File: config.mk
export PLATFORM = sky130hd
export DESIGN_NAME = wws_supervisor
export DESIGN_NICKNAME = d
export VERILOG_FILES = /design/src/wws_pkg.sv /design/src/wws_sync_if.sv /design/src/wws_input_sync.sv /design/src/wws_supervisor.sv
export SDC_FILE = /design/constraint.sdc
export NUM_CORES = 1
export LEC_CHECK = 0
export ABC_AREA = 1
export BUFFER_PORTS_ARGS = -buffer_cell sky130_fd_sc_hd__buf_2
export CAP_MARGIN = 15
export CORE_MARGIN = 1
export CORE_UTILIZATION = 60
export DETAILED_ROUTE_END_ITERATION = 10
export MAX_ROUTING_LAYER = met4
export PLACE_DENSITY_LB_ADDON = 0.15
export RECOVER_POWER = 50
export SKIP_LAST_GASP = 1
export SLEW_MARGIN = 40
export SYNTH_ARGS = -nofsm -noshare
export SYNTH_HDL_FRONTEND = slang
export SYNTH_SLANG_ARGS = --single-unit
File: constraint.sdc
create_clock -name core_clk -period 5.05 [get_ports core_clk]
set_input_delay 0.7575 -clock core_clk [delete_from_list [all_inputs] [get_ports core_clk]]
set_output_delay 0.7575 -clock core_clk [all_outputs]
set_load 0.01 [all_outputs]
File: src/wws_pkg.sv
// package of constants for the windowed watchdog supervisor
//------------------------------------------------------------------------
// Summary of operation
//------------------------------------------------------------------------
package wws_pkg;
    // ------------------------------------------------------------------
    // clock and time base
    // ------------------------------------------------------------------
    localparam int unsigned CLK_MHZ = 200;
    localparam int unsigned TICK_US = 1;
    localparam int unsigned TICK_CYCLES = TICK_US * CLK_MHZ;
    localparam int unsigned TICK_W = 8;
    // ------------------------------------------------------------------
    // documented times, counted in time base ticks of 1 us
    // ------------------------------------------------------------------
    localparam int unsigned RESET_TIMEOUT_MS = 100;
    localparam int unsigned RESET_TIMEOUT_TICKS = RESET_TIMEOUT_MS * 1000;
    localparam int unsigned FAULT_PULSE_MS = 1;
    localparam int unsigned FAULT_PULSE_TICKS = FAULT_PULSE_MS * 1000;
    localparam int unsigned FAST_LIMIT_US = 1000;
    localparam int unsigned SLOW_LIMIT_US = 10000;
    localparam int unsigned FAST_LIMIT_TICKS = FAST_LIMIT_US / TICK_US;
    localparam int unsigned SLOW_LIMIT_TICKS = SLOW_LIMIT_US / TICK_US;
    // ------------------------------------------------------------------
    // manual reset filter: least hold 1 us, glitch 100 ns
    // ------------------------------------------------------------------
    localparam int unsigned MR_HOLD_NS = 1000;
    localparam int unsigned MR_GLITCH_NS = 100;
    localparam int unsigned CLK_PERIOD_NS = 5;
    localparam int unsigned MR_FILT_CYCLES =
        (MR_GLITCH_NS * 4 + CLK_PERIOD_NS - 1) / CLK_PERIOD_NS;
    localparam int unsigned MR_FILT_W = 8;
    localparam int unsigned CNT_W = 20;
    localparam int unsigned SYNC_STAGES = 3;
endpackage : wws_pkg

File: src/wws_sync_if.sv
// interface carrying synchronised inputs between the supervisor modules
`timescale 1ns/100ps
interface wws_sync_if;
    logic supply_ok;
    logic kick;
    logic manual_n;
    modport producer (output supply_ok, output kick, output manual_n);
    modport consumer (input supply_ok, input kick, input manual_n);
endinterface : wws_sync_if

File: src/wws_input_sync.sv
// three-stage synchronisers for the supervisor input pins
`timescale 1ns/100ps
module wws_input_sync (
    input wire logic core_clk,
    input wire logic reset,
    input wire logic supply_above_threshold,
    input wire logic watchdog_kick_in,
    input wire logic manual_reset_in_n,
    wws_sync_if.producer sync
);
    localparam int N = wws_pkg::SYNC_STAGES;
    logic [N-1:0] sup_reg;
    logic [N-1:0] kick_reg;
    logic [N-1:0] mr_reg;
    logic sup_val_reg;
    logic kick_val_reg;
    logic mr_val_reg;

    // -------------------------------------------------------------
    // shift chains; stage 0 is read only by stage 1
    // -------------------------------------------------------------
    always_ff @(posedge core_clk) begin
        if (reset) begin
            sup_reg <= '0;
            kick_reg <= '1;
            mr_reg <= '1;
        end else begin
            sup_reg <= {sup_reg[N-2:0], supply_above_threshold};
            kick_reg <= {kick_reg[N-2:0], watchdog_kick_in};
            mr_reg <= {mr_reg[N-2:0], manual_reset_in_n};
        end
    end

    // a change counts once stages two and three agree
    always_ff @(posedge core_clk) begin
        if (reset) begin
            sup_val_reg <= 1'b0;
            kick_val_reg <= 1'b1;
            mr_val_reg <= 1'b1;
        end else begin
            if (sup_reg[1] == sup_reg[2]) sup_val_reg <= sup_reg[2];
            if (kick_reg[1] == kick_reg[2]) kick_val_reg <= kick_reg[2];
            if (mr_reg[1] == mr_reg[2]) mr_val_reg <= mr_reg[2];
        end
    end

    assign sync.supply_ok = sup_val_reg;
    assign sync.kick = kick_val_reg;
    assign sync.manual_n = mr_val_reg;
endmodule : wws_input_sync

File: src/wws_supervisor.sv
// windowed watchdog supervisor with reset generator
`timescale 1ns/100ps
module wws_supervisor #(
    parameter int unsigned FAST_WINDOW_LIMIT = wws_pkg::FAST_LIMIT_TICKS,
    parameter int unsigned SLOW_WINDOW_LIMIT = wws_pkg::SLOW_LIMIT_TICKS,
    parameter int unsigned FAULT_PULSE_LEN = wws_pkg::FAULT_PULSE_TICKS,
    parameter int unsigned RESET_TIMEOUT = wws_pkg::RESET_TIMEOUT_TICKS,
    parameter int unsigned TICK_CYCLES = wws_pkg::TICK_CYCLES
) (
    input wire logic core_clk,
    input wire logic reset,
    input wire logic supply_above_threshold,
    input wire logic watchdog_kick_in,
    input wire logic manual_reset_in_n,
    output logic reset_out_n,
    output logic fault_pulse_out_n_o,
    output logic fault_pulse_out_n_oe,
    output logic fast_fault,
    output logic slow_fault
);
    localparam int CW = wws_pkg::CNT_W;
    localparam int TW = wws_pkg::TICK_W;
    localparam int FW = wws_pkg::MR_FILT_W;

    typedef enum logic [1:0] {WWS_RESET, WWS_ARMED, WWS_FAULT} wws_state_t;

    wws_sync_if sync_bus ();

    wws_input_sync u_sync (
        .core_clk(core_clk),
        .reset(reset),
        .supply_above_threshold(supply_above_threshold),
        .watchdog_kick_in(watchdog_kick_in),
        .manual_reset_in_n(manual_reset_in_n),
        .sync(sync_bus.producer)
    );

    wws_state_t state_reg;
    logic [TW-1:0] tick_cnt_reg;
    logic tick;
    logic [FW-1:0] mr_filt_reg;
    logic mr_low_reg;
    logic kick_prev_reg;
    logic kick_fall;
    logic [CW-1:0] rst_cnt_reg;
    logic [CW-1:0] wd_cnt_reg;
    logic [CW-1:0] pulse_cnt_reg;
    logic first_edge_reg;
    logic hold_reset;
    logic fast_hit;
    logic slow_hit;

    // saturating tick counter step
    function automatic logic [CW-1:0] sat_inc(input logic [CW-1:0] v,
                                               input logic t);
        sat_inc = (t && v != '1) ? v + 1'b1 : v;
    endfunction : sat_inc

    // ------------------------------------------------------------
    // time base: one tick per microsecond
    // ------------------------------------------------------------
    assign tick = (tick_cnt_reg == TW'(TICK_CYCLES - 1));

    always_ff @(posedge core_clk) begin
        if (reset || tick) begin
            tick_cnt_reg <= '0;
        end else begin
            tick_cnt_reg <= tick_cnt_reg + 1'b1;
        end
    end

    // ------------------------------------------------------------
    // manual reset glitch filter
    // ------------------------------------------------------------
    // low must persist 400 ns before counting: rejects 100 ns glitches
    // and stays well inside the 1 us hold the host guarantees
    always_ff @(posedge core_clk) begin
        if (reset) begin
            mr_filt_reg <= '0;
            mr_low_reg <= 1'b0;
        end else if (sync_bus.manual_n) begin
            mr_filt_reg <= '0;
            mr_low_reg <= 1'b0;
        end else if (mr_filt_reg == FW'(wws_pkg::MR_FILT_CYCLES)) begin
            mr_low_reg <= 1'b1;
        end else begin
            mr_filt_reg <= mr_filt_reg + 1'b1;
        end
    end

    assign hold_reset = mr_low_reg || !sync_bus.supply_ok;

    // ------------------------------------------------------------
    // reset timeout counter
    // ------------------------------------------------------------
    always_ff @(posedge core_clk) begin
        if (reset || hold_reset) begin
            rst_cnt_reg <= '0;
        end else begin
            rst_cnt_reg <= sat_inc(rst_cnt_reg, tick);
        end
    end

    // ------------------------------------------------------------
    // kick edge detect on the synchronised level
    // ------------------------------------------------------------
    always_ff @(posedge core_clk) begin
        if (reset) begin
            kick_prev_reg <= 1'b1;
        end else begin
            kick_prev_reg <= sync_bus.kick;
        end
    end

    assign kick_fall = kick_prev_reg && !sync_bus.kick;
    // edges only count in the armed state, so reset and fault mask them
    assign fast_hit = (state_reg == WWS_ARMED) && kick_fall
        && !first_edge_reg
        && wd_cnt_reg < CW'(FAST_WINDOW_LIMIT);
    assign slow_hit = (state_reg == WWS_ARMED) && !kick_fall
        && wd_cnt_reg >= CW'(SLOW_WINDOW_LIMIT);

    // ------------------------------------------------------------
    // supervisor state machine
    // ------------------------------------------------------------
    always_ff @(posedge core_clk) begin
        if (reset) begin
            state_reg <= WWS_RESET;
        end else begin
            case (state_reg)
                WWS_RESET: begin
                    // one spare tick: the hold never falls short of the
                    // timeout whatever the tick phase at release
                    if (!hold_reset && rst_cnt_reg > CW'(RESET_TIMEOUT))
                        state_reg <= WWS_ARMED;
                end
                WWS_ARMED: begin
                    if (hold_reset)
                        state_reg <= WWS_RESET;
                    else if (fast_hit || slow_hit)
                        state_reg <= WWS_FAULT;
                end
                WWS_FAULT: begin
                    if (hold_reset)
                        state_reg <= WWS_RESET;
                    else if (pulse_cnt_reg >= CW'(FAULT_PULSE_LEN))
                        state_reg <= WWS_ARMED;
                end
                default: state_reg <= WWS_RESET;
            endcase
        end
    end

    // ------------------------------------------------------------
    // watchdog timer and first-edge exemption
    // ------------------------------------------------------------
    always_ff @(posedge core_clk) begin
        if (reset || state_reg != WWS_ARMED) begin
            wd_cnt_reg <= '0;
            first_edge_reg <= 1'b1;
        end else if (kick_fall) begin
            wd_cnt_reg <= '0;
            first_edge_reg <= 1'b0;
        end else begin
            wd_cnt_reg <= sat_inc(wd_cnt_reg, tick);
        end
    end

    // fault pulse length counter
    always_ff @(posedge core_clk) begin
        if (reset || state_reg != WWS_FAULT) begin
            pulse_cnt_reg <= '0;
        end else begin
            pulse_cnt_reg <= sat_inc(pulse_cnt_reg, tick);
        end
    end

    // fault cause flags, pulse for one cycle
    always_ff @(posedge core_clk) begin
        if (reset) begin
            fast_fault <= 1'b0;
            slow_fault <= 1'b0;
        end else begin
            fast_fault <= fast_hit && !hold_reset;
            slow_fault <= slow_hit && !hold_reset;
        end
    end

    // ------------------------------------------------------------
    // outputs: reset never driven by a fault
    // ------------------------------------------------------------
    assign reset_out_n = (state_reg != WWS_RESET);
    assign fault_pulse_out_n_o = 1'b0; // open drain: only ever pulls low
    assign fault_pulse_out_n_oe = (state_reg == WWS_FAULT);
endmodule : wws_supervisor

# == Word level (Yosys, flattened, before mapping) ==
# Index checks and enable logic that the tools add are counted.
# totals
out_inout_bits,5
reg_bits,95
ramBits,0
latchBits,0
word_cells,75
inputBits,5
romBits,0
n_memories,0
# op_classes
eq_ne,15
shifts,0
order_cmp,4
n_mul,0
reduce_logical,28
div_mod_pow,0
mux,6
addsub,5
bitwise,0
# op_table
operator,count
$add A20 B1 Y20 const B,3
$ne A20 B20 Y1 const B,3
$ge A20 B10 Y1 const B,1
$ge A20 B14 Y1 const B,1
$gt A20 B17 Y1 const B,1
$lt A20 B10 Y1 const B,1
$add A8 B1 Y8 const B,2
$logic_and A1 B1 Y1,12
$mux W2,5
$eq A8 B7 Y1 const B,1
$eq A8 B8 Y1 const B,1
$logic_or A1 B1 Y1,6
$pmux W2 S3,1
$logic_not A1 Y1,5
$ne A2 B2 Y1 const B,2
$reduce_or A2 Y1,2
$eq A1 B1 Y1,3
$ne A3 B1 Y1 const B,1
$ne A3 B2 Y1 const B,1
$reduce_and A3 Y1,1
$eq A2 B1 Y1 const B,1
$eq A2 B2 Y1 const B,1
$logic_not A2 Y1,1
$ne A2 B1 Y1 const B,1
$reduce_bool A2 Y1,1

# == Logic depth before layout (Yosys ltp) ==
# Gate-level depths: netlist of run 1.
# depth
ltp_word,9
ltp_mapped,13

# == Hierarchy ==
# Synthesis of run 1 repeated with hierarchy kept, for this count alone.
# hier_totals
hier_cells,785
area_unflattened_um2,5188.7
# modules_own_cells
module,area_per_inst_um2,cells_per_inst,instances,seq_area_each_um2
wws_supervisor,4803.4,741,1,1661.6
wws_input_sync,385.4,44,1,240.2

# == Least setup slack after synthesis of run 1 ==
# No wires, ideal clock.
# synth_path
path_type,input port to flip-flop
from,input reset
to,register wd_cnt_reg[6]
path_slack_ns,3.182
arrival_time_ns,1.722
cell_stages,5
required_time_ns,4.904
n_path_buf,2
cell_sequence,clkbuf_1 > nor2_1 > nand2_1 > clkbuf_1 > a21oi_1
# synth_via
elab_chain_len,2
# synth_lines
item,line,source
"start, declared",wws_supervisor.sv:11,"input wire logic reset,"
$logic_or A1 B1 Y1,wws_supervisor.sv:158,if (reset || state_reg != WWS_ARMED) begin
$reduce_or A2 Y1 (no source line),--,
"end signal, assigned",wws_supervisor.sv:165,"wd_cnt_reg <= sat_inc(wd_cnt_reg, tick);"
"end, declared",wws_supervisor.sv:46,logic [CW-1:0] wd_cnt_reg;
# No other way between the ends.
# A chain may end at the register's enable or synchronous reset.

# == Worst setup path in the final report of run 1 ==
# layout_path
from,register tick_cnt_reg[0]
to,register wd_cnt_reg[9]
# layout_via
elab_chain_len,2
# layout_lines
item,line,source
"start, declared",wws_supervisor.sv:39,logic [TW-1:0] tick_cnt_reg;
"start signal, assigned",wws_supervisor.sv:68,tick_cnt_reg <= tick_cnt_reg + 1'b1;
$eq A8 B8 Y1,wws_supervisor.sv:62,assign tick = (tick_cnt_reg == TW'(TICK_CYCLES - 1));
$logic_and A1 B1 Y1,wws_supervisor.sv:56,sat_inc = (t && v != '1) ? v + 1'b1 : v;
# No other way between the ends.

==> parameters.txt, run 1 <==
Parameter                              Value

Status
  Status ... completed

Worst setup path
  Critical-path cell with the highest stage delay ... nand2_1
  Top delay family on crit path ... simple AND/OR/NAND/NOR gates
  Most prevalent standard cell on the critical path ... nand2_1
  Data required time of the critical path ... 5340 ps
  Maximum fanout count along the critical path ... 18
  Setup crit start kind ... flip-flop
  Worst path bufs/invs ... 2
  Worst Setup End Kind ... flip-flop
  Data arrival time at the worst-slack endpoint ... 3200 ps
  Cell chain of the critical path ... ha_1 > nand2_1 > nor4_4 > clkbuf_1 > nand2_1 > inv_1 > nand2_1 > a21oi_2
  Reg2reg setup slack ... 2140 ps
  Stage delay of the slowest cell on the critical path ... 620 ps
  Critical path start-end classification ... reg2reg

Cells and area
  FILL cells ... 778
  Area overhead of the layout relative to synthesis ... 4.34%
  Most frequent cells in the layout ... 214 x nand2_1, 98 x nor2_1, 95 x dfxtp_1
  Final core utilization ... 0.656
  Most common library cell in the layout ignoring fill and taps ... nand2_1
  Fraction of final layout cells sized beyond drive strength 1 ... 0.0746
  Count of antenna diodes in the layout ... 0
  Final cell count without fillers ... 882
  Number of nets in the layout ... 785
  Register area ... ~1900 um2
  Area taken by multi-input logic gates ... 2810 um2

Global routing
  Gr usage total ... 0.267
  Residual overflow from global routing ... 0
  Initial antenna violation count ... 0
  Number of global-route vias before repair ... roughly 4,300
  First-pass GRT wire length ... 18.8 mm
  Maximum number of pins on one net before global-route repair ... 21

Logic synthesis
  Register bit total from synthesis ... 95
  Synthesized netlist net count ... ~800
  Synth Cell Area ... 5210 um2
  Avg Cell Area, Syn ... 6.80 um2
  Total number of yosys warnings ... 0
  Top flip-flop cell by instance count after synthesis ... dfxtp_1
  Synth cell types ... around 40
  EDFF count, synth ... 0
  Synth Instances ... approximately 770
  Sequential fraction of the synthesis area ... 0.365
  FFs w/ async S/R, synth ... 0

Timing
  Final critical path time including I/O delays and setup ... 2910 ps
  Transition time of the tightest slew-check pin ... 801 ps
  Final setup fails ... 0
  Hold Fails Final Rpt ... 0
  Count of pins over their slew limit ... 0
  Post-route clock period utilization ... 0.576
  Headroom to the max-slew limit ... 0.464
  Setup TNS ... 0 ps
  Unrepaired setup endpoints after global routing ... false
  Achievable frequency ... 344 MHz
  Post-Route Skew ... 19.5 ps

Drt
  DRC violation count after routing ... 0
  Vias post-DR ... 4,720
  DR pass1 iterations ... 4
  Detailed-route wire length ... 10.8 mm
  Routed Antenna Nets ... 0
  Drt initial violations ... 196
  Routed length per instance ... 12.3 um
  Number of vias per cell ... 5.35

Power
  Power per cell area ... 239 nW/um2
  VDD IR max ... 138 uV
  Static Leakage ... ~0.0020 uW

Placement
  Final weighted congestion in routability-driven placement ... ~0.95
  Count of buffers from port buffering ... 8
  Detailed placer's ending HPWL ... 7.94 mm
  Dpl cells ... 866

Clock tree
  Number of H-tree branching levels ... 3
  Clock transition at the registers of the reported paths ... 100 ps
  TritonCTS clock tree ... done
  CTS Buf Count ... 9
  Count of instances resized after the clock tree is built ... 0
  Hold buffer count at CTS ... 0
  Buffers from clock root to sink, at most ... 2
  CTS sink count ... 95
  Insertion delay of the later-clocked pin in the worst-skew pair ... 380 ps
  CTS root buf ... clkbuf_8
  Post-CTS Setup Bufs ... 0

Floorplanning
  Standard cell core area ... 8300 um2
  Top-Level Pins ... 10
  Effective utilization at floorplan ... 0.628
  Die area ... 9070 um2
  Total number of placement rows ... 33
  Die height ... 95.2 um
  Die Wd ... around 95 um

Min path
  Path category of the worst min-delay check ... reg2reg

Run
  Max_cap viols ... 0
==> kinds of logic after synthesis <==
| group | synth area share |
|---|---|
| and+or+nand+nor | 0.364 |
| buffers and inverters | 0.0898 |
| DFF | 0.365 |
| AOI/OAI and AO/OA | 0.0962 |
| xor gates and xnor gates | 0.0655 |
| adders and majority gates | 0.0192 |
| other | 0.000719 |
==> layer usage <==
| metal | vias up | GRT usage | share of wire |
|---|---|---|---|
| met3 | 15 | 0.0455 | 0.040 |
| li1 | 2449 | - | - |
| met1 | 2170 | 0.321 | 0.46 |
| met4 | 0 | 0.0846 | 0.012 |
| met2 | 86 | 0.452 | 0.49 |
| met5 | - | - | 0 |
==> power by group <==
part	total, uW	internal (uW)	leakage, uW	switching [uW]
registers	759	755	0.000767	3.56
clock network	513	199	0.000105	314
logic	26.8	8.56	0.00110	18.3
==> final cells by class <==
| class | instances | share of cell area |
|---|---|---|
| clock buffer | 9 | 0.0228 |
| inverter | 92 | 0.0635 |
| multi-input combinational | 565 | 0.517 |
| sequential | 95 | 0.350 |
| clock inverter | 7 | 0.0159 |
| tap | 105 | 0.0241 |
| timing repair buffer | 9 | 0.00690 |
==> cells in the mapped netlist (2+ instances only) <==
master | count | area, um2
nand4_1 | 18 | 113
nand3_1 | 40 | 200
nand2_1 | 212 | 796
nor4_1 | 2 | 12.5
ha_1 | 8 | 100
or2_2 | 7 | 43.8
a21oi_1 | 55 | 275
buf_6 | 5 | 56.3
nand2_2 | 11 | 68.8
buf_4 | 3 | 22.5
clkbuf_1 | 5 | 18.8
a211oi_1 | 2 | 15.0
xnor2_1 | 9 | 78.8
nand2_4 | 2 | 22.5
nand3b_1 | 5 | 37.5
o21ai_0 | 19 | 95.1
nor2_1 | 97 | 364
dfxtp_1 | 95 | 1900
nor2_2 | 3 | 18.8
o211ai_1 | 2 | 15.0
inv_2 | 5 | 18.8
xor2_1 | 30 | 263
a21oi_2 | 9 | 78.8
nor3_1 | 21 | 105
inv_1 | 86 | 323
==> worst reg2reg max path: cells and delay by family (launching register included) <==
| kind | cells | cell delay [ps] |
|---|---|---|
| AOI/OAI and AO/OA | 1 | 140 |
| buffers and inverters | 2 | 1060 |
| adders and majority gates | 1 | 180 |
| and+or+nand+nor | 4 | 1090 |
| DFF | 1 | 370 |
==> through the flow <==
stage | instance area (um2) | total power (uW) | hold WS (ps) | setup WS, ps
2_1_floorplan | 5210 | 796 | 388 | 3180
3_3_place_gp | 5270 | 802 | 396 | 2840
3_5_place_dp | 5270 | 804 | 401 | 2790
4_1_cts | 5480 | 1310 | 418 | 2890
5_1_grt | 5440 | 1350 | 450 | 1900
6_report | 5440 | 1300 | 414 | 2140
==> path summary, 6_finish.rpt <==
| path | startpoint | cells past startpoint | to |
|---|---|---|---|
| worst max-delay path | tick_cnt_reg[0]$_SDFF_PP0_ | 8 | wd_cnt_reg[9]$_SDFFE_PP0P_ |
| worst min-delay path | u_sync.sup_reg[0]$_SDFF_PP0_ | 2 | u_sync.sup_reg[1]$_SDFF_PP0_ |
| worst max register to register | tick_cnt_reg[0]$_SDFF_PP0_ | 8 | wd_cnt_reg[9]$_SDFFE_PP0P_ |
| worst min register to register | u_sync.sup_reg[0]$_SDFF_PP0_ | 2 | u_sync.sup_reg[1]$_SDFF_PP0_ |
No activity file was read; power rests on OpenSTA's default activity.
==> run 2, diff against run 1 <==
Clock period 5.05 ns to 2.74 ns, I/O delays scaled along.
==> parameters.txt, run 2 (synthesis gave the netlist of run 1 again) <==
Parameter                              Value

Status
  Status ... completed (unchanged)

Global routing
  Initial antenna violation count ... 0 (unchanged)
  Residual overflow from global routing ... 0 (unchanged)
  Number of global-route vias before repair ... 4,294 (was 4,332)
  Met2 usage in global routing ... 0.436 (was 0.452)
  Met1 layer usage reported by global route ... 0.318 (was 0.321)
  Gr usage total ... 0.261 (was 0.267)
  GRT met3 Usage ... 0.0335 (was 0.0455)
  First-pass GRT wire length ... 18.4 mm (was 18.8 mm)
  Maximum number of pins on one net before global-route repair ... 21 (unchanged)
  Layer with the highest usage after global routing ... met2 (unchanged)

Timing
  Achievable frequency ... 428 MHz (was 344 MHz)
  Post-Route Hold Slack ... 205 ps (was 414 ps)
  Final critical path time including I/O delays and setup ... 2330 ps (was 2910 ps)
  Post-route clock period utilization ... 0.852 (was 0.576)
  Transition time of the tightest slew-check pin ... 687 ps (was 801 ps)
  Setup TNS ... 0 ps (unchanged)
  Hold Fails Final Rpt ... 0 (unchanged)
  Min setup slack post-route ... 406 ps (was 2140 ps)
  Headroom to the max-slew limit ... 0.542 (was 0.464)
  Final setup fails ... 0 (unchanged)
  Count of pins over their slew limit ... 0 (unchanged)
  Post-Route Skew ... 13.7 ps (was 19.5 ps)
  Unrepaired setup endpoints after global routing ... false (unchanged)

Floorplanning
  Effective utilization at floorplan ... 0.628 (unchanged)
  Die height ... 95.2 um (unchanged)
  Die area ... 9070 um2 (unchanged)
  Standard cell core area ... 8300 um2 (unchanged)
  Total number of placement rows ... 33 (unchanged)
  Die Wd ... 95.2 um (unchanged)
  Top-Level Pins ... 10 (unchanged)

Cells and area
  Most frequent cells in the layout ... 212 x nand2_1, 98 x nor2_1, 95 x dfxtp_1 (was 214 x nand2_1, 98 x nor2_1, 95 x dfxtp_1)
  Fraction of final layout cells sized beyond drive strength 1 ... 0.0822 (was 0.0746)
  Most common library cell in the layout ignoring fill and taps ... nand2_1 (unchanged)
  Number of nets in the layout ... 787 (was 785)
  Area overhead of the layout relative to synthesis ... 5.16% (was 4.34%)
  Count of antenna diodes in the layout ... 0 (unchanged)

Clock tree
  Number of H-tree branching levels ... 3 (unchanged)
  Count of instances resized after the clock tree is built ... 0 (unchanged)
  CTS root buf ... clkbuf_8 (unchanged)
  Hold buffer count at CTS ... 0 (unchanged)
  Buffers from clock root to sink, at most ... 2 (unchanged)
  CTS sink count ... 95 (unchanged)
  Insertion delay of the later-clocked pin in the worst-skew pair ... 380 ps (about the same)
  Post-CTS Setup Bufs ... 0 (unchanged)
  CTS Buf Count ... 9 (unchanged)
  TritonCTS clock tree ... done (unchanged)
  Clock transition at the registers of the reported paths ... 110 ps (was 100 ps)

Power
  VDD IR max ... 233 uV (was 138 uV)
  Power per cell area ... 438 nW/um2 (was 239 nW/um2)
  Static Leakage ... 0.00199 uW (was 0.00198 uW)

Min path
  Min-Delay Path Depth ... 2 (unchanged)
  Path category of the worst min-delay check ... in2reg (was reg2reg)
  Hold Path Origin ... watchdog_kick_in (was u_sync.sup_reg[0]$_SDFF_PP0_)
  Worst-case hold path end point ... u_sync.kick_reg[0]$_SDFF_PP1_ (was u_sync.sup_reg[1]$_SDFF_PP0_)

Worst setup path
  Maximum fanout count along the critical path ... 18 (unchanged)
  FF-to-FF Start ... tick_cnt_reg[0]$_SDFF_PP0_ (unchanged)
  Reg2Reg Depth ... 8 (unchanged)
  Setup crit start kind ... flip-flop (unchanged)
  Data required time of the critical path ... 3050 ps (was 5340 ps)
  Reg2reg setup slack ... 410 ps (was 2140 ps)
  Data arrival time at the worst-slack endpoint ... 2640 ps (was 3200 ps)
  Critical path start-end classification ... reg2reg (unchanged)
  Worst Setup End Kind ... flip-flop (unchanged)
  Reg2Reg Capture Point ... wd_cnt_reg[17]$_SDFFE_PP0P_ (was wd_cnt_reg[9]$_SDFFE_PP0P_)

Drt
  Routed length per instance ... 12.2 um (was 12.3 um)
  DRC violation count after routing ... 0 (unchanged)
  Number of vias per cell ... 5.27 (was 5.35)
  Drt initial violations ... 160 (was 196)
  DR pass1 iterations ... 4 (unchanged)
  Detailed-route wire length ... 10.8 mm (about the same)
  Vias post-DR ... 4,660 (was 4,720)
  Routed Antenna Nets ... 0 (unchanged)

Run
  Max_cap viols ... 0 (unchanged)

Placement
  Worst slack at placement ... 449 ps (was 2790 ps)
  Final weighted congestion in routability-driven placement ... 0.944 (was 0.952)
  Count of buffers from port buffering ... 8 (unchanged)
  Detailed placer's ending HPWL ... 7.78 mm (was 7.94 mm)
[run 2: changes by cell type in the layout (fill, tap and decap cells not counted), sizes merged]
cell and delta:
buf +2
[run 2: worst max-delay path, stage by stage, from the launching register on]
cell and delay (ps):
dfxtp_1 370, ha_1 180, nand2_1 110, nor4_4 490
clkbuf_1 440, nand2_8 190, inv_2 260, nand2_1 100
a21oi_2 130
[run 2: power by group]
part           leakage [uW]  internal, uW  switching, uW
registers          0.000767          1390           6.25
logic               0.00111          17.2           36.1
clock network      0.000105           367            586
total               0.00199          1780            628
[run 2: metrics by stage]
step	area [um2]	cells	util	total power, uW
after floorplan	5210	767	-	1470
after global placement	5290	868	0.637	1480
after detailed placement	5290	868	0.637	1480
after CTS	5500	884	0.662	2430
after global routing	5480	884	0.661	2490
final	5480	884	0.661	2400
[run 2: worst max path at each step]
stage	startpoint	end
after floorplan	pulse_cnt_reg[0]$_SDFFE_PP0P_	pulse_cnt_reg[15]$_SDFFE_PP0P_
after global placement	tick_cnt_reg[0]$_SDFF_PP0_	pulse_cnt_reg[2]$_SDFFE_PP0P_
after detailed placement	tick_cnt_reg[0]$_SDFF_PP0_	pulse_cnt_reg[2]$_SDFFE_PP0P_
after CTS	tick_cnt_reg[0]$_SDFF_PP0_	pulse_cnt_reg[2]$_SDFFE_PP0P_
after global routing	tick_cnt_reg[0]$_SDFF_PP0_	wd_cnt_reg[17]$_SDFFE_PP0P_
final	tick_cnt_reg[0]$_SDFF_PP0_	wd_cnt_reg[17]$_SDFFE_PP0P_
[run 2: area by class of cell]
cell class	instances	area, um2
flip-flops and latches	95	1900
well taps	105	131
clock inverters	7	86.3
multi-input cells	565	2840
repair buffers	11	52.6
fillers	756	2820
inverters	92	345
clock buffers	9	124
[run 2: metal layers]
layer / up-vias / share of wire
met2: 66 / 0.48
met4: 0 / 0.014
li1: 2455 / -
met5: - / 0
met1: 2127 / 0.48
met3: 12 / 0.030
==> run 3, diff against run 2 <==
Settings changed: CTS_CLUSTER_SIZE set to 20.
Clock period 2.74 ns to 3 ns, I/O delays scaled along.
==> parameters.txt, run 3 (synthesis gave the netlist of run 1 again) <==
Parameter                              Value

Worst setup path
  Top delay family on crit path ... simple AND/OR/NAND/NOR gates (unchanged)
  Reg2reg setup slack ... 520 ps (was 410 ps)
  Reg2Reg Capture Point ... rst_cnt_reg[14]$_SDFFE_PP0P_ (was wd_cnt_reg[17]$_SDFFE_PP0P_)
  Cell chain of the critical path ... ha_1 > inv_1 > nor2_1 > nand2_1 > nor2_1 > nand2_1 > nand2_1 > inv_2 > nand2_1 > nand2_1 > nand2_1 > nor2_1 (was ha_1 > nand2_1 > nor4_4 > clkbuf_1 > nand2_8 > inv_2 > nand2_1 > a21oi_2)
  FF-to-FF Start ... rst_cnt_reg[0]$_SDFFE_PP0P_ (was tick_cnt_reg[0]$_SDFF_PP0_)
  Setup crit start kind ... flip-flop (unchanged)
  Levels on crit path ... 12 (was 8)
  Worst Setup End Kind ... flip-flop (unchanged)
  Critical-path cell with the highest stage delay ... dfxtp_1 (was nor4_4)
  Endpoint of the most critical setup path ... rst_cnt_reg[14]$_SDFFE_PP0P_ (was wd_cnt_reg[17]$_SDFFE_PP0P_)
  Stage delay of the slowest cell on the critical path ... 460 ps (was 490 ps)
  Most prevalent standard cell on the critical path ... nand2_1 (unchanged)
  Data arrival time at the worst-slack endpoint ... 2750 ps (was 2640 ps)
  Worst path bufs/invs ... 2 (unchanged)
  Maximum fanout count along the critical path ... 20 (was 18)
  Critical path startpoint ... rst_cnt_reg[0]$_SDFFE_PP0P_ (was tick_cnt_reg[0]$_SDFF_PP0_)
  Reg2Reg Depth ... 12 (was 8)
  Data required time of the critical path ... 3260 ps (was 3050 ps)
  Critical path start-end classification ... reg2reg (unchanged)

Placement
  Final weighted congestion in routability-driven placement ... 0.950 (was 0.944)
  Detailed placer's ending HPWL ... 7.98 mm (was 7.78 mm)
  Count of buffers from port buffering ... 8 (unchanged)

Cells and area
  Most common library cell in the layout ignoring fill and taps ... nand2_1 (unchanged)
  Number of nets in the layout ... 787 (unchanged)
  Area overhead of the layout relative to synthesis ... 4.82% (was 5.16%)
  Count of antenna diodes in the layout ... 0 (unchanged)
  FILL cells ... 738 (was 756)
  Most frequent cells in the layout ... 214 x nand2_1, 99 x nor2_1, 95 x dfxtp_1 (was 212 x nand2_1, 98 x nor2_1, 95 x dfxtp_1)
  Fraction of final layout cells sized beyond drive strength 1 ... 0.0783 (was 0.0822)

Global routing
  Initial antenna violation count ... 0 (unchanged)
  First-pass GRT wire length ... 18.2 mm (was 18.4 mm)
  Number of global-route vias before repair ... 4,308 (was 4,294)
  Maximum number of pins on one net before global-route repair ... 21 (unchanged)
  Gr usage total ... 0.260 (was 0.261)
  Residual overflow from global routing ... 0 (unchanged)

Timing
  Headroom to the max-slew limit ... 0.543 (was 0.542)
  Hold Fails Final Rpt ... 0 (unchanged)
  Transition time of the tightest slew-check pin ... 686 ps (was 687 ps)
  Setup TNS ... 0 ps (unchanged)
  Unrepaired setup endpoints after global routing ... false (unchanged)
  Count of pins over their slew limit ... 0 (unchanged)
  Final setup fails ... 0 (unchanged)
  Achievable frequency ... 403 MHz (was 428 MHz)
  Final critical path time including I/O delays and setup ... 2480 ps (was 2330 ps)
  Post-route clock period utilization ... 0.828 (was 0.852)
  Post-Route Skew ... 7.41 ps (was 13.7 ps)

Clock tree
  CTS root buf ... clkbuf_8 (unchanged)
  Clock transition at the registers of the reported paths ... 110 ps (about the same)
  CTS Buf Count ... 9 (unchanged)
  Hold buffer count at CTS ... 0 (unchanged)
  Count of instances resized after the clock tree is built ... 0 (unchanged)
  CTS sink count ... 95 (unchanged)
  Post-CTS Setup Bufs ... 0 (unchanged)
  Insertion delay of the later-clocked pin in the worst-skew pair ... 370 ps (was 380 ps)
  Buffers from clock root to sink, at most ... 2 (unchanged)
  Number of H-tree branching levels ... 3 (unchanged)
  TritonCTS clock tree ... done (unchanged)

Min path
  Path category of the worst min-delay check ... in2reg (unchanged)

Power
  VDD IR max ... 221 uV (was 233 uV)
  Power per cell area ... 401 nW/um2 (was 438 nW/um2)
  Static Leakage ... 0.00198 uW (was 0.00199 uW)
  Total power of the final layout ... 2190 uW (was 2400 uW)

Run
  Max_cap viols ... 0 (unchanged)

Drt
  Drt initial violations ... 175 (was 160)
  DR pass1 iterations ... 5 (was 4)
  Detailed-route wire length ... 10.9 mm (was 10.8 mm)
  Vias post-DR ... 4,704 (was 4,660)
  Routed length per instance ... 12.3 um (was 12.2 um)
  DRC violation count after routing ... 0 (unchanged)
  Routed Antenna Nets ... 0 (unchanged)
  Number of vias per cell ... 5.32 (was 5.27)

Floorplanning
  Die area ... 9070 um2 (unchanged)
  Effective utilization at floorplan ... 0.628 (unchanged)
  Standard cell core area ... 8300 um2 (unchanged)
  Die Wd ... 95.2 um (unchanged)
  Top-Level Pins ... 10 (unchanged)
  Die height ... 95.2 um (unchanged)
  Total number of placement rows ... 33 (unchanged)

Status
  Status ... completed (unchanged)
run 3: changes by cell type in the layout (fill, tap and decap cells not counted), sizes merged:
cell	delta
clkinv	-1
inv	+1
run 3: worst min-delay path by stage:
stage	from	endpoint	slack, ps	cells after the start
floorplan	u_sync.sup_reg[0]$_SDFF_PP0_	u_sync.sup_reg[1]$_SDFF_PP0_	390	2
global placement	u_sync.mr_reg[0]$_SDFF_PP1_	u_sync.mr_reg[1]$_SDFF_PP1_	390	1
detailed placement	u_sync.kick_reg[0]$_SDFF_PP1_	u_sync.kick_reg[1]$_SDFF_PP1_	400	1
CTS	manual_reset_in_n	u_sync.mr_reg[0]$_SDFF_PP1_	240	2
global route	manual_reset_in_n	u_sync.mr_reg[0]$_SDFF_PP1_	250	2
finish	manual_reset_in_n	u_sync.mr_reg[0]$_SDFF_PP1_	250	2
run 3: layout make-up:
| class | instances | area [um2] | share of cell area |
|---|---|---|---|
| well taps | 105 | 131 | 0.0240 |
| multi-input cells | 565 | 2830 | 0.518 |
| repair buffers | 11 | 52.6 | 0.00962 |
| flip-flops and latches | 95 | 1900 | 0.348 |
| clock buffers | 9 | 124 | 0.0227 |
| clock inverters | 7 | 81.3 | 0.0149 |
| inverters | 92 | 345 | 0.0632 |
run 3: routing by layer:
metal,track usage,vias up,part of all wire
met5,-,-,0
met3,0.0431,10,0.035
met2,0.441,89,0.48
met4,0.0808,0,0.011
li1,-,2452,-
met1,0.315,2153,0.47
run 3: stage by stage:
stage | hold WS (ps) | util | cells | cell area [um2] | setup WS (ps)
3_5_place_dp | 399 | 0.637 | 868 | 5290 | 729
5_1_grt | 250 | 0.659 | 884 | 5470 | 247
4_1_cts | 244 | 0.662 | 884 | 5490 | 706
6_report | 249 | 0.659 | 884 | 5470 | 516
2_1_floorplan | 388 | - | 767 | 5210 | 1360
3_3_place_gp | 393 | 0.637 | 868 | 5290 | 853
run 3: power breakdown:
part           switching (uW)  internal, uW  total, uW
Combinational            33.0          15.6       48.7
Clock                     529           335        863
Sequential               5.91          1270       1280
